### src/design/adcsr_defines.vh
// Register map, field positions and timing constants for the converter control
`ifndef ADCSR_DEFINES_VH
`define ADCSR_DEFINES_VH
// Register offsets (byte addresses)
`define ADCSR_OFS_INTCTL 8'h0b
`define ADCSR_OFS_PFLAGS 8'h0c
`define ADCSR_OFS_RES_HI 8'h1e
`define ADCSR_OFS_CTRL 8'h1f
`define ADCSR_OFS_PEN 8'h8c
`define ADCSR_OFS_RES_LO 8'h9e
`define ADCSR_OFS_PCFG 8'h9f
`define ADCSR_OFS_ISTAT 8'ha0
`define ADCSR_OFS_IMASK 8'ha4
`define ADCSR_OFS_CORE 8'ha8
// Control register fields
`define ADCSR_CLK_HI 7
`define ADCSR_CLK_LO 6
`define ADCSR_CHS_HI 5
`define ADCSR_CHS_LO 3
`define ADCSR_GO 2
`define ADCSR_PON 0
`define ADCSR_CLK_RC 2'h3
// Port config fields
`define ADCSR_JUST 7
`define ADCSR_PCFG_HI 3
`define ADCSR_PCFG_LO 0
`define ADCSR_PCFG_MASK 8'h8f
`define ADCSR_CTRL_MASK 8'hfd
// Flag and enable bit
`define ADCSR_DONE_BIT 6
`define ADCSR_PERIPHERAL_IRQ_ENABLE_BIT 6
`define ADCSR_GIE_BIT 7
// Interrupt status bits
`define ADCSR_EV_DONE 0
`define ADCSR_EV_ABORT 1
// Reset values
`define ADCSR_RST_BYTE 8'h00
`define ADCSR_RST_PINS 8'hff
// Timing
`define ADCSR_INSTR_NS 20
`define ADCSR_CLK_NS 5
`define ADCSR_CONV_CYC 12
`endif

### src/design/adcsr_control.v
// Converter control block: registers, conversion sequencing, sleep, reset
`include "adcsr_defines.vh"
module adcsr_control #(
  parameter CONV_CYCLES = `ADCSR_CONV_CYC,
  parameter WAIT_NS = `ADCSR_INSTR_NS
) (
  // Clock and reset
  input wire clock,
  input wire rst_b,
  // Avalon-MM slave
  input wire [7:0] address,
  input wire read,
  input wire write,
  input wire [31:0] writedata,
  output reg [31:0] readdata,
  output reg waitrequest,
  // Core and analog side
  input wire core_sleep,
  input wire [9:0] sample_value,
  output reg wake_request,
  output reg conv_power_up,
  output reg [2:0] channel_sel,
  output reg [7:0] analog_pins,
  output reg irq
);

  localparam WAIT_CYC_RAW = (WAIT_NS + `ADCSR_CLK_NS - 1) / `ADCSR_CLK_NS;
  localparam WAIT_CYC = (WAIT_CYC_RAW < 1) ? 1 : WAIT_CYC_RAW;

  localparam ST_IDLE = 4'b0001;
  localparam ST_WAIT = 4'b0010;
  localparam ST_CONV = 4'b0100;
  localparam ST_DONE = 4'b1000;

  //////////////////////////////////////////////////////////////////////////
  // Port configuration decode: one bit per channel, 1 = analog
  function [7:0] adcsr_analog_map;
    input [3:0] cfg;
    begin
      case (cfg)
        4'h0, 4'h1, 4'h8: adcsr_analog_map = 8'hff;
        4'h2, 4'h3: adcsr_analog_map = 8'h1f;
        4'h4, 4'h5: adcsr_analog_map = 8'h0b;
        4'h9, 4'ha, 4'hb: adcsr_analog_map = 8'h3f;
        4'hc: adcsr_analog_map = 8'h1f;
        4'hd: adcsr_analog_map = 8'h0f;
        4'he: adcsr_analog_map = 8'h01;
        4'hf: adcsr_analog_map = 8'h0d;
        default: adcsr_analog_map = 8'h00;
      endcase
    end
  endfunction

  //////////////////////////////////////////////////////////////////////////
  reg [1:0] conv_clock_select;
  reg [2:0] channel_select;
  reg go_busy;
  reg conv_power_on;
  reg result_justify;
  reg [3:0] port_config;
  reg [7:0] interrupt_control;
  reg [7:0] peripheral_enables;
  reg [7:0] peripheral_flags;
  reg [9:0] result;
  reg [1:0] irq_status;
  reg [1:0] irq_mask;
  reg [3:0] state;
  reg [15:0] count;
  reg sleep_meta;
  reg sleep_sync;
  reg [9:0] sample_meta;
  reg [9:0] sample_sync;

  wire is_rc = (conv_clock_select == `ADCSR_CLK_RC);
  wire bus_wr = write && waitrequest;
  wire bus_rd = read && waitrequest;
  wire wr_ctrl = bus_wr && (address == `ADCSR_OFS_CTRL);
  wire set_go = wr_ctrl && writedata[`ADCSR_GO] && writedata[`ADCSR_PON];
  wire done_ev = (state == ST_CONV) && (count == 16'd0);
  wire abort_ev = (state != ST_IDLE) && sleep_sync && !is_rc;
  wire [7:0] result_high_byte = result_justify ?
    {6'b000000, result[9:8]} : result[9:2];
  wire [7:0] result_low_byte = result_justify ?
    result[7:0] : {result[1:0], 6'b000000};
  wire [7:0] next_ctrl = {conv_clock_select, channel_select, go_busy,
    1'b0, conv_power_on};

  //////////////////////////////////////////////////////////////////////////
  // core_sleep and sample_value pass two flops before use
  always @(posedge clock) begin
    sleep_meta <= core_sleep;
    sleep_sync <= sleep_meta;
    sample_meta <= sample_value;
    sample_sync <= sample_meta;
  end

  //////////////////////////////////////////////////////////////////////////
  // Bus slave: one wait cycle, then answer
  always @(posedge clock) begin
    if (!rst_b) begin
      waitrequest <= 1'b1;
      readdata <= 32'h0000_0000;
    end else begin
      waitrequest <= !((read || write) && waitrequest);
      if (bus_rd) begin
        if (address == `ADCSR_OFS_CTRL)
          readdata <= {24'h00_0000, next_ctrl};
        else if (address == `ADCSR_OFS_PCFG)
          readdata <= {24'h00_0000, result_justify, 3'b000,
            port_config};
        else if (address == `ADCSR_OFS_RES_HI)
          readdata <= {24'h00_0000, result_high_byte};
        else if (address == `ADCSR_OFS_RES_LO)
          readdata <= {24'h00_0000, result_low_byte};
        else if (address == `ADCSR_OFS_INTCTL)
          readdata <= {24'h00_0000, interrupt_control};
        else if (address == `ADCSR_OFS_PFLAGS)
          readdata <= {24'h00_0000, peripheral_flags};
        else if (address == `ADCSR_OFS_PEN)
          readdata <= {24'h00_0000, peripheral_enables};
        else if (address == `ADCSR_OFS_ISTAT)
          readdata <= {30'h0000_0000, irq_status};
        else if (address == `ADCSR_OFS_IMASK)
          readdata <= {30'h0000_0000, irq_mask};
        else if (address == `ADCSR_OFS_CORE)
          readdata <= {27'h000_0000, state, conv_power_up};
        else
          readdata <= 32'h0000_0000;
      end
    end
  end

  //////////////////////////////////////////////////////////////////////////
  // Registers and conversion sequencer
  always @(posedge clock) begin
    if (!rst_b) begin
      conv_clock_select <= 2'b00;
      channel_select <= 3'b000;
      go_busy <= 1'b0;
      conv_power_on <= 1'b0;
      result_justify <= 1'b0;
      port_config <= 4'h0;
      interrupt_control <= `ADCSR_RST_BYTE;
      peripheral_enables <= `ADCSR_RST_BYTE;
      peripheral_flags <= `ADCSR_RST_BYTE;
      irq_status <= 2'b00;
      irq_mask <= 2'b00;
      state <= ST_IDLE;
      count <= 16'd0;
    end else begin
      if (wr_ctrl) begin
        conv_clock_select <= writedata[`ADCSR_CLK_HI:`ADCSR_CLK_LO];
        channel_select <= writedata[`ADCSR_CHS_HI:`ADCSR_CHS_LO];
        conv_power_on <= writedata[`ADCSR_PON];
        go_busy <= writedata[`ADCSR_GO] & writedata[`ADCSR_PON];
      end
      if (bus_wr && address == `ADCSR_OFS_PCFG) begin
        result_justify <= writedata[`ADCSR_JUST];
        port_config <= writedata[`ADCSR_PCFG_HI:`ADCSR_PCFG_LO];
      end
      if (bus_wr && address == `ADCSR_OFS_INTCTL)
        interrupt_control <= writedata[7:0];
      if (bus_wr && address == `ADCSR_OFS_PEN)
        peripheral_enables <= writedata[7:0];
      if (bus_wr && address == `ADCSR_OFS_IMASK)
        irq_mask <= writedata[1:0];
      if (bus_wr && address == `ADCSR_OFS_PFLAGS)
        peripheral_flags <= writedata[7:0];
      if (bus_wr && address == `ADCSR_OFS_ISTAT)
        irq_status <= irq_status & ~writedata[1:0];
      case (state)
        ST_IDLE: begin
          if (set_go) begin
            state <= ST_WAIT;
            count <= is_rc ? WAIT_CYC[15:0] - 16'd1 : 16'd0;
          end
        end
        ST_WAIT: begin
          if (count == 16'd0) begin
            state <= ST_CONV;
            count <= CONV_CYCLES[15:0] - 16'd1;
          end else begin
            count <= count - 16'd1;
          end
        end
        ST_CONV: begin
          if (count != 16'd0)
            count <= count - 16'd1;
          else
            state <= ST_DONE;
        end
        default: begin
          state <= ST_IDLE;
        end
      endcase
      if (done_ev) begin
        go_busy <= 1'b0;
        result <= sample_sync;
        peripheral_flags[`ADCSR_DONE_BIT] <= 1'b1;
      end
      if (abort_ev) begin
        state <= ST_IDLE;
        go_busy <= 1'b0;
      end
      if (wr_ctrl && !writedata[`ADCSR_PON] && !set_go)
        state <= ST_IDLE;
      // Hardware set wins over write-one-to-clear
      if (done_ev)
        irq_status[`ADCSR_EV_DONE] <= 1'b1;
      if (abort_ev)
        irq_status[`ADCSR_EV_ABORT] <= 1'b1;
    end
  end

  //////////////////////////////////////////////////////////////////////////
  // Registered outputs
  always @(posedge clock) begin
    if (!rst_b) begin
      wake_request <= 1'b0;
      conv_power_up <= 1'b0;
      channel_sel <= 3'b000;
      analog_pins <= `ADCSR_RST_PINS;
      irq <= 1'b0;
    end else begin
      wake_request <= sleep_sync && done_ev &&
        peripheral_enables[`ADCSR_DONE_BIT];
      // Analog powered off in sleep unless RC is running it
      conv_power_up <= conv_power_on && (!sleep_sync || is_rc);
      channel_sel <= channel_select;
      analog_pins <= adcsr_analog_map(port_config);
      irq <= |(irq_status & irq_mask);
    end
  end

endmodule

### config.mk
export PLATFORM = sky130hd
export DESIGN_NAME = adcsr_control
export DESIGN_NICKNAME = d
export VERILOG_FILES = /design/src/design/adcsr_control.v
export VERILOG_INCLUDE_DIRS = /design/src /design/src/design
export SDC_FILE = /design/constraint.sdc
export NUM_CORES = 1
export LEC_CHECK = 0
export BUFFER_PORTS_ARGS = -buffer_cell sky130_fd_sc_hd__buf_4
export CAP_MARGIN = 20
export CELL_PAD_IN_SITES_DETAIL_PLACEMENT = 1
export CELL_PAD_IN_SITES_GLOBAL_PLACEMENT = 2
export CORE_ASPECT_RATIO = 1.2
export CORE_MARGIN = 5
export CORE_UTILIZATION = 33
export CTS_BUF_LIST = sky130_fd_sc_hd__clkbuf_16
export CTS_CLUSTER_SIZE = 25
export DETAILED_ROUTE_END_ITERATION = 6
export PLACE_DENSITY = 0.86
export SLEW_MARGIN = 40
export SYNTH_ARGS = -nofsm -noshare
export SYNTH_HDL_FRONTEND = slang
export SYNTH_SLANG_ARGS = --single-unit
export TNS_END_PERCENT = 20
### constraint.sdc
create_clock -name clock -period 3.2 [get_ports clock]
set_input_delay 0.32 -clock clock [delete_from_list [all_inputs] [get_ports clock]]
set_output_delay 0.32 -clock clock [all_outputs]
set_load 0.005 [all_outputs]
==> impl_metrics.yaml, run 1 <==
status:
  outcome: "completed"
floorplan:
  fp-row-count: 49
  die_area_um2: 17800
  die_w_um: 123
  io_pins: 102
  dieHeight_um: 145
  start_util_pct: 33.5
  core_area_um2: 15000
synthesis:
  synth_area_um2: 5020
  ys_types: 68
  yosysSeqAreaShare_pct: 47.5
  ys.warnings.count: 0
  synth_compound_area_share_pct: 17.2
  yosysTopAreaCellShare_pct: 41.5
  synth_simple_gate_area_share_pct: 22.0
  synth.mux.area_fraction_pct: 6.44
  synthArstFlopShare_pct: 0
  synth_ff_type: "dfxtp_1"
  synth_commonest_cells: "104 x dfxtp_1, 63 x nand2_1, 42 x a21oi_1, 38 x nor2_1, 30 x mux2i_1"
  synthAdderAreaFrac_pct: 0.249
  postSynthCellCount: 547
  synth_edf_count: 10
  synth_top_family_by_area: "simple AND/OR/NAND/NOR gates"
  syn_avg_cell_area_um2: 9.17
  synthXorXnorAreaFrac_pct: 0.175
  ys_ff_latch: 114
  ys_top_cells_by_area: "dfxtp_1 42%, edfxtp_1 6.0%, mux2i_1 6.0%, nand2_1 4.7%, a21oi_1 4.2%"
  yosysMostFrequentCell: "dfxtp_1"
  yosys.area.top_type: "dfxtp_1"
critical_path:
  crit_family: "simple AND/OR/NAND/NOR gates"
  crit_required_ns: 3.55
  cp_max_fo: 25
  cp-start-kind: "flip-flop"
  end_kind: "flip-flop"
  crit_buf_inv: 0
  crit_type: "reg2reg"
  max_stage_delay_ns: 0.57
  path_cells: "or4b_4, or4_4, and2_4, or4_1, a21oi_1"
  cp_slowest_cell: "or4b_4"
  cp.arrival_ns: 2.87
routing:
  routed_wl_um: 15100
  dr.first_iter.drc_count: 230
  drc: 0
  vias_per_cell: 5.27
  first_pass_iters: 4
  wl_per_cell_um: 18.2
  ant_nets: 0
  vias: 4382
timing:
  drv_slew: 0
  tightestPinTransition_ns: 0.760
  fin_crit_ns: 2.52
  fin_crit_sh_pct: 78.9
  slew_headroom_pct: 48.9
  skew_ns: 0.00861
  finalSetupViolations: 0
  tns_ns: 0
  max_freq_mhz: 396
  rsz0062_at_grt: "false"
  hold_viol: 0
  hold_slack_ns: 0.193
global_route:
  antenna_found_initial: 0
  grt_max_degree: 35
  grt.overflow.total: 0
  grt_first_pass_wirelength_um: 24300
  grt_pass1_vias: 4494
  track_usage_pct: 17.6
cts:
  cts.sinks: 114
  clockBufferDepth: 2
  postCtsSetupRepairBufs: 0
  clk_pin_slew_ns: 0.06
  clock_latency_ns: 0.42
  cts-root-buf: "clkbuf_16"
  numCtsBuffers: 17
  cts_tree: "yes"
  htree_levels: 4
power_and_ir_drop:
  vdd_drop_max_uv: 252
  p_leak_nw: 2.43
  p_per_area_nw_per_um2: 547
min_path:
  hold_class: "in2reg"
placed_design:
  numPortBuffers: 53
  dp_hpwl_um: 10900
  gp_congestion: 0.830
flow_run:
  cap_violations: 0
cells_and_area:
  antenna-diode-count: 0
  nNetsFinal: 670
  drive_gt1_share_pct: 17.9
  syn_to_final_growth_pct: 24.1
area by class of cell:
cell class | count | area, um2
fillers | 1768 | 8730
clock inverters | 15 | 135
inverters | 5 | 18.8
flip-flops and latches | 114 | 2380
repair buffers | 78 | 613
well taps | 204 | 255
clock buffers | 17 | 425
multi-input cells | 398 | 2400
power breakdown:
| part | internal, W | switching (W) |
|---|---|---|
| clock network | 0.00107 | 0.000709 |
| logic | 0.0000629 | 0.0000944 |
| registers | 0.00146 | 0.00000912 |
layer usage:
layer / global-route usage (%) / vias up / wire length [um]
li1: - / 2093 / -
met1: 20.2 / 2156 / 6180
met2: 30.4 / 104 / 7790
met3: 4.75 / 29 / 656
met4: 7.51 / 0 / 499
met5: 0 / - / 0
worst register-to-register path, cell delays in order, from the launching register on:
cell and delay [ns]:
dfxtp_1 0.37, or4b_4 0.57, or4_4 0.57, and2_4 0.27
or4_1 0.51, a21oi_1 0.16
registers in the layout, summed over array words and instances, names as in the netlist, 4 cells and up:
register,flops
count,16
result,10
sample_meta,10
sample_sync,10
interrupt_control,8
peripheral_enables,8
peripheral_flags,8
readdata,8
analog_pins,7
port_config,4
state,4
through the flow:
stage,setup WS (ns),instances,utilization [%],instance area [um2],power [W]
floorplan,0.856,570,-,5100,0.00158
global placement,0.619,788,37.1,5560,0.00164
detailed placement,0.567,788,37.1,5560,0.00164
CTS,0.682,831,41.6,6230,0.00345
global route,0.558,831,41.6,6230,0.00353
finish,0.677,831,41.6,6230,0.00341
worst paths after layout:
check	startpoint	endpoint	slack, ns	cells after the start
setup / recovery	state[1]	count[14]	0.68	5
hold / removal	writedata[5]	channel_select[2]	0.19	3
setup reg to reg	state[1]	count[14]	0.68	5
hold reg to reg	sample_meta[0]	sample_sync[0]	0.33	0
logic make-up after synthesis:
family / count (synthesis)
AND/OR/NAND/NOR: 209
flip-flops: 114
multiplexers: 32
buffers and inverters: 58
adder cells (fa/ha/maj): 1
XOR/XNOR: 1
other: 1
AO/OA/AOI/OAI: 131
what timing repair did:
item                      in CTS  in global routing
hold endpoints to repair      11                  0
gates resized for setup        0                  0
hold buffers                  11                  0
layout by cell type, fill, tap and decap left out, types with 4 or more instances in the layout:
master	instances
o21a_1	4
a211oi_1	4
conb_1	24
nand3_1	15
dfxtp_1	104
nor2_1	38
inv_1	5
nor4_1	7
or3_1	10
o21ai_0	25
and3_1	5
mux2i_1	30
a221oi_1	6
clkinvlp_4	4
nand2b_1	8
edfxtp_1	10
or4_1	11
nand4_1	5
buf_4	67
a31oi_1	4
a21oi_1	42
and2_1	5
nor2b_1	9
nor3_1	9
inv_6	4
dlygate4sd3_1	11
clkbuf_16	17
a21boi_0	6
o31ai_1	10
or2_2	4
nand2_1	63
Note: power is estimated with default switching activity, not from simulation.
==> run 2, diff against run 1 <==
CORE_UTILIZATION = 30   (was 33)
PLACE_DENSITY = 0.83   (was 0.86)
clock period = 2.1 ns   (was 3.2 ns; I/O delays follow)
==> run 2 against run 1 <==
  * Critical path depth did not move
  * Combinational power rose by 66%
  * Worst hold slack got worse by 0.12 ns
  * Flip-flop and latch count did not move
  * Critical path type unchanged
  * The run now ends with setup timing left
  * Routed wire length rose by 6.1%
==> impl_metrics.yaml, run 2 (synthesis gave the netlist of run 1 again) <==
status:
  outcome: "finished, violations left"
  violations: "setup timing"
cts:
  cts.sinks: 114
  numCtsBuffers: 17
  clk_pin_slew_ns: 0.06
  clock_latency_ns: 0.42
  htree_levels: 4
  cts_tree: "yes"
  cts-root-buf: "clkbuf_16"
  clockBufferDepth: 2
critical_path:
  cp_max_fo: 5
  end_kind: "flip-flop"
  max_stage_delay_ns: 0.49
  crit_top_cell: "or3_4"
  cp-start-kind: "flip-flop"
  cp.arrival_ns: 2.52
  r2r_end: "count[13]"
  path_cells: "or3_4, or3_4, or3_4, or4_4, a21oi_2"
  crit_buf_inv: 0
  rrSetupSlack_ns: -0.06
  cp_slowest_cell: "or4_4"
  crit_required_ns: 2.45
  crit_type: "reg2reg"
  reg2reg_from: "count[2]"
  crit_family: "simple AND/OR/NAND/NOR gates"
  rr_worst_depth: 5
power_and_ir_drop:
  pwr-share-clk_pct: 53.7
  seqPwrFrac_pct: 41.5
  p_leak_nw: 2.71
  p_per_area_nw_per_um2: 798
  internal-power_w: 0.00402
  vdd_drop_max_uv: 533
  total_power_w: 0.00539
  p_switching_w: 0.00137
  combinationalPowerShare_pct: 4.8
  p_sw_share_pct: 25.4
cells_and_area:
  largest_reg_flops: 16
  final_common_cell: "buf_4"
  final_cell_mix: "110 x buf_4, 99 x dfxtp_1, 62 x nand2_1, 38 x nor2_1, 36 x a21oi_1"
  antenna-diode-count: 0
  layoutNonFillerInstCount: 886
  nNetsFinal: 717
  regMostFlops: "count"
  syn_to_final_growth_pct: 34.6
  drive_gt1_share_pct: 28.3
timing:
  hold_viol: 0
  slew_headroom_pct: 55.6
  drv_slew: 0
  fin_crit_sh_pct: 103
  fin_crit_ns: 2.16
  rsz0062_at_grt: "true"
  tightestPinTransition_ns: 0.650
  finalSetupViolations: 5
  max_freq_mhz: 462
  skew_ns: 0.0103
  setup_ws_ns: -0.0633
placed_design:
  gp_congestion: 0.883
  numPortBuffers: 53
  dp_hpwl_um: 11700
  dp.cells: 839
  dpl_worst_slack_ns: -0.372
global_route:
  grt.overflow.total: 0
  grt_pass1_vias: 4718
  track_usage_pct: 16.6
  grt_max_degree: 24
  antenna_found_initial: 0
  grt_first_pass_wirelength_um: 25200
floorplan:
  start_util_pct: 30.7
  core_area_um2: 16300
  io_pins: 102
  fp-row-count: 51
  dieHeight_um: 152
  die_area_um2: 19400
  die_w_um: 128
routing:
  drc: 0
  routed_wl_um: 16100
  vias: 4534
  wl_per_cell_um: 18.1
  vias_per_cell: 5.12
  dr.first_iter.drc_count: 244
  ant_nets: 0
  first_pass_iters: 4
min_path:
  min_from: "writedata[5]"
  min_to: "interrupt_control[5]"
  min_path_cells: 3
  hold_class: "in2reg"
flow_run:
  cap_violations: 0
[run 2: final cells by class]
type                       instances  area [um2]
tap                              212         265
sequential                       114        2390
inverter                           5        18.8
clock inverter                    15         161
fill                            1907        9580
clock buffer                      17         425
timing repair buffer             123         967
multi-input combinational        400        2530
[run 2: worst reg2reg max path, delay by kind of cell (launching register included)]
family / cells / cell delay [ns]
AOI/OAI and AO/OA: 1 / 0.14
and+or+nand+nor: 4 / 1.63
DFF: 1 / 0.32
[run 2: stage by stage]
step	util, %	hold slack, ns	cell area [um2]	setup TNS [ns]
finish	41.3	0.0739	6750	-0.156
global route	41.3	0.0820	6750	-0.627
CTS	40.9	0.0628	6680	-1.07
detailed placement	36.1	0.313	5900	-4.23
global placement	36.1	0.310	5900	-3.44
floorplan	-	0.238	5110	-1.16
[run 2: how the worst max path moves through the flow]
| stage | from | endpoint | slack (ns) | depth (start not counted) |
|---|---|---|---|---|
| floorplan | state[2] | count[5] | -0.09 | 6 |
| CTS | state[1] | count[4] | -0.11 | 5 |
| finish | count[2] | count[13] | -0.06 | 5 |
| global route | count[2] | count[13] | -0.11 | 5 |
| global placement | address[7] | count[8] | -0.29 | 6 |
| detailed placement | address[7] | count[4] | -0.37 | 6 |
[run 2: power groups by stage]
| stage | combinational (W) | sequential, W | clock, W |
|---|---|---|---|
| 6_report | 0.000261 | 0.00224 | 0.00289 |
| 5_1_grt | 0.000280 | 0.00224 | 0.00305 |
| 4_1_cts | 0.000258 | 0.00224 | 0.00295 |
| 3_5_place_dp | 0.000236 | 0.00228 | 0 |
| 3_3_place_gp | 0.000232 | 0.00228 | 0 |
| 2_1_floorplan | 0.000134 | 0.00228 | 0 |
[run 2: metal layers]
layer / wire length, um / track usage, % / vias to the layer above / part of all wire, %
li1: - / - / 2191 / -
met1: 6910 / 20.2 / 2199 / 43
met2: 8210 / 28.7 / 108 / 51
met3: 468 / 2.77 / 36 / 2.9
met4: 471 / 7.48 / 0 / 2.9
met5: 0 / 0 / - / 0
[run 2: what timing repair did]
action,CTS,global route
pin swaps,21,5
gates resized for setup,17,17
gates cloned,2,0
hold endpoints to repair,11,0
hold buffers,11,0
endpoints found under the setup margin,13,26
buffers inserted,0,2
==> run 3, diff against run 2 <==
ABC_AREA = 1   (was unset)
CORE_UTILIZATION = 28   (was 30)
==> run 3 against run 2 <==
  * The run now ends clean
  * Routed wire length down 5.0%
  * Final area down 5.0%
  * Clock power down 9.7%
  * Critical path depth up 4
  * Cell count up 13%
  * Register-to-register slack better by 0.26 ns
  * Non-clock buffer count down 29
  * Highest routed layer unchanged
  * Fmax up 14%
  * Power up 0.60%
  * Sequential share of layout area up 1.8 points
==> impl_metrics.yaml, run 3 <==
status:
  outcome: "completed"
timing:
  skew_ns: 0.00553
  max_freq_mhz: 525
  finalSetupViolations: 0
  rsz0062_at_grt: "false"
  fin_crit_ns: 1.90
  hold_viol: 0
  drv_slew: 0
  tns_ns: 0
  fin_crit_sh_pct: 90.7
critical_path:
  reg2reg_from: "count[0]"
  crit_type: "reg2reg"
  cp_max_fo: 10
  cp-start-kind: "flip-flop"
  rr_worst_depth: 9
  end_kind: "flip-flop"
  crit_required_ns: 2.23
  cp.arrival_ns: 2.04
  crit_start: "count[0]"
floorplan:
  die_area_um2: 20700
  io_pins: 102
  start_util_pct: 28.6
  core_area_um2: 17600
  dieHeight_um: 157
  die_w_um: 132
  fp-row-count: 53
synthesis:
  ys_types: 37
  postSynthCellCount: 674
  yosys.area.top_type: "dfxtp_1"
  synthArstFlopShare_pct: 0
  yosysSeqAreaShare_pct: 47.5
  ys.warnings.count: 0
  ys_top_cells_by_area: "dfxtp_1 41%, nand2_1 11%, a21oi_1 7.0%, edfxtp_1 6.0%, inv_1 5.7%"
  synth_commonest_cells: "142 x nand2_1, 104 x dfxtp_1, 76 x inv_1, 70 x a21oi_1, 61 x nor2_1"
  yosysTopAreaCellShare_pct: 41.5
  synth_edf_count: 10
  yosysMostFrequentCell: "nand2_1"
  synth_ff_type: "dfxtp_1"
  syn_avg_cell_area_um2: 7.45
  synth_area_um2: 5020
  ys_ff_latch: 114
cts:
  cts_resized: 0
  cts-root-buf: "clkbuf_16"
  clockBufferDepth: 2
  cts_tree: "yes"
  numCtsBuffers: 17
  clk_pin_slew_ns: 0.06
  cts.sinks: 114
  ctsHoldBuffers: 11
  postCtsSetupRepairBufs: 0
  htree_levels: 4
  clock_latency_ns: 0.42
power_and_ir_drop:
  p_leak_nw: 2.81
  internal-power_w: 0.00396
  p_sw_share_pct: 27.1
  p_switching_w: 0.00147
  vdd_drop_max_uv: 586
  combinationalPowerShare_pct: 10.2
  seqPwrFrac_pct: 41.6
  p_per_area_nw_per_um2: 846
  pwr-share-clk_pct: 48.2
global_route:
  grt_first_pass_wirelength_um: 24600
  grt_pass1_vias: 4852
  grt_max_degree: 23
  antenna_found_initial: 0
  grt.overflow.total: 0
  track_usage_pct: 15.0
cells_and_area:
  nNetsFinal: 825
  antenna-diode-count: 0
  largest_reg_flops: 16
  regMostFlops: "count"
  drive_gt1_share_pct: 16.1
  final_cell_area_um2: 6410
  final_cell_mix: "142 x nand2_1, 104 x dfxtp_1, 81 x buf_4, 76 x inv_1, 70 x a21oi_1"
  num-fill-cells: 2205
  syn_to_final_growth_pct: 27.8
  final_common_cell: "nand2_1"
min_path:
  min_from: "writedata[7]"
  min_path_cells: 3
  hold_class: "in2reg"
placed_design:
  numPortBuffers: 53
  dpl_cell_area_um2: 5770
  dp_hpwl_um: 11400
  gp_congestion: 0.802
routing:
  dr.first_iter.drc_count: 197
  vias: 4622
  drc: 0
  first_pass_iters: 4
  wl_per_cell_um: 15.2
  ant_nets: 0
  vias_per_cell: 4.61
  routed_wl_um: 15300
flow_run:
  cap_violations: 0
==> run 3: changes by cell type after synthesis, sizes merged, moves of 11 or more <==
cell    before  now
mux2i       30    1
nor2        38   65
or4         12    0
o21ai       25   51
nand3       15   54
nand2       63  145
clkbuf      22   11
a21oi       42   70
inv          5   79
==> run 3: cell type report <==
| cell class | count | area [um2] | area share [%] |
|---|---|---|---|
| timing repair buffer | 94 | 758 | 11.8 |
| sequential | 114 | 2380 | 37.2 |
| clock buffer | 17 | 425 | 6.63 |
| clock inverter | 15 | 111 | 1.74 |
| multi-input combinational | 459 | 2150 | 33.5 |
| tap | 220 | 275 | 4.29 |
| inverter | 83 | 312 | 4.86 |
==> run 3: critical path, stage by stage, from the launching register on <==
cell,delay [ns]
dfxtp_1,0.33
inv_1,0.10
ha_1,0.17
nand2_1,0.10
nor3_1,0.18
nand3_1,0.14
nor3_1,0.20
nand2_1,0.13
inv_1,0.12
buf_12,0.14
==> run 3: power groups by stage <==
stage	Sequential (W)	Clock (W)	Combinational, W
floorplan	0.00230	0	0.000357
global placement	0.00230	0	0.000538
detailed placement	0.00230	0	0.000541
CTS	0.00226	0.00267	0.000562
global route	0.00226	0.00279	0.000629
finish	0.00226	0.00261	0.000554
==> run 3: logic make-up (layout without fill, tap and decap cells) <==
logic type                 count (synthesis)  count (layout)  share of synthesized area, %
xor gates and xnor gates                   9               9                          1.57
other                                      1              24                        0.0747
DFF                                      114             114                          47.5
buffers and inverters                    124             209                          11.4
and+or+nand+nor                          290             290                          25.0
muxes                                      1               1                         0.199
AOI/OAI and AO/OA                        134             134                          14.0
adders and majority gates                  1               1                         0.249
==> run 3: final timing paths <==
check | slack [ns] | to
worst min-delay path | 0.07 | conv_clock_select[1]
worst max-delay path | 0.20 | result[9]
worst min register to register | 0.32 | sample_sync[9]
worst max register to register | 0.20 | result[9]
==> run 3: layer usage <==
metal,share of wire (%),wire length [um],global-route usage [%]
met2,53,8100,28.4
met5,0,0,0
met4,2.0,300,5.29
met1,41,6300,16.1
met3,3.7,564,3.95
==> run 3: stage by stage <==
stage               setup WS, ns  std cells  hold WS [ns]  util, %  power [W]
finish                     0.196       1002        0.0694     36.5    0.00542
global route              0.0274       1002        0.0937     36.5    0.00568
CTS                        0.163       1002        0.0604     36.5    0.00549
detailed placement         0.182        959         0.313     32.8    0.00285
global placement           0.211        959         0.311     32.8    0.00284
floorplan                  0.334        697         0.238        -    0.00266
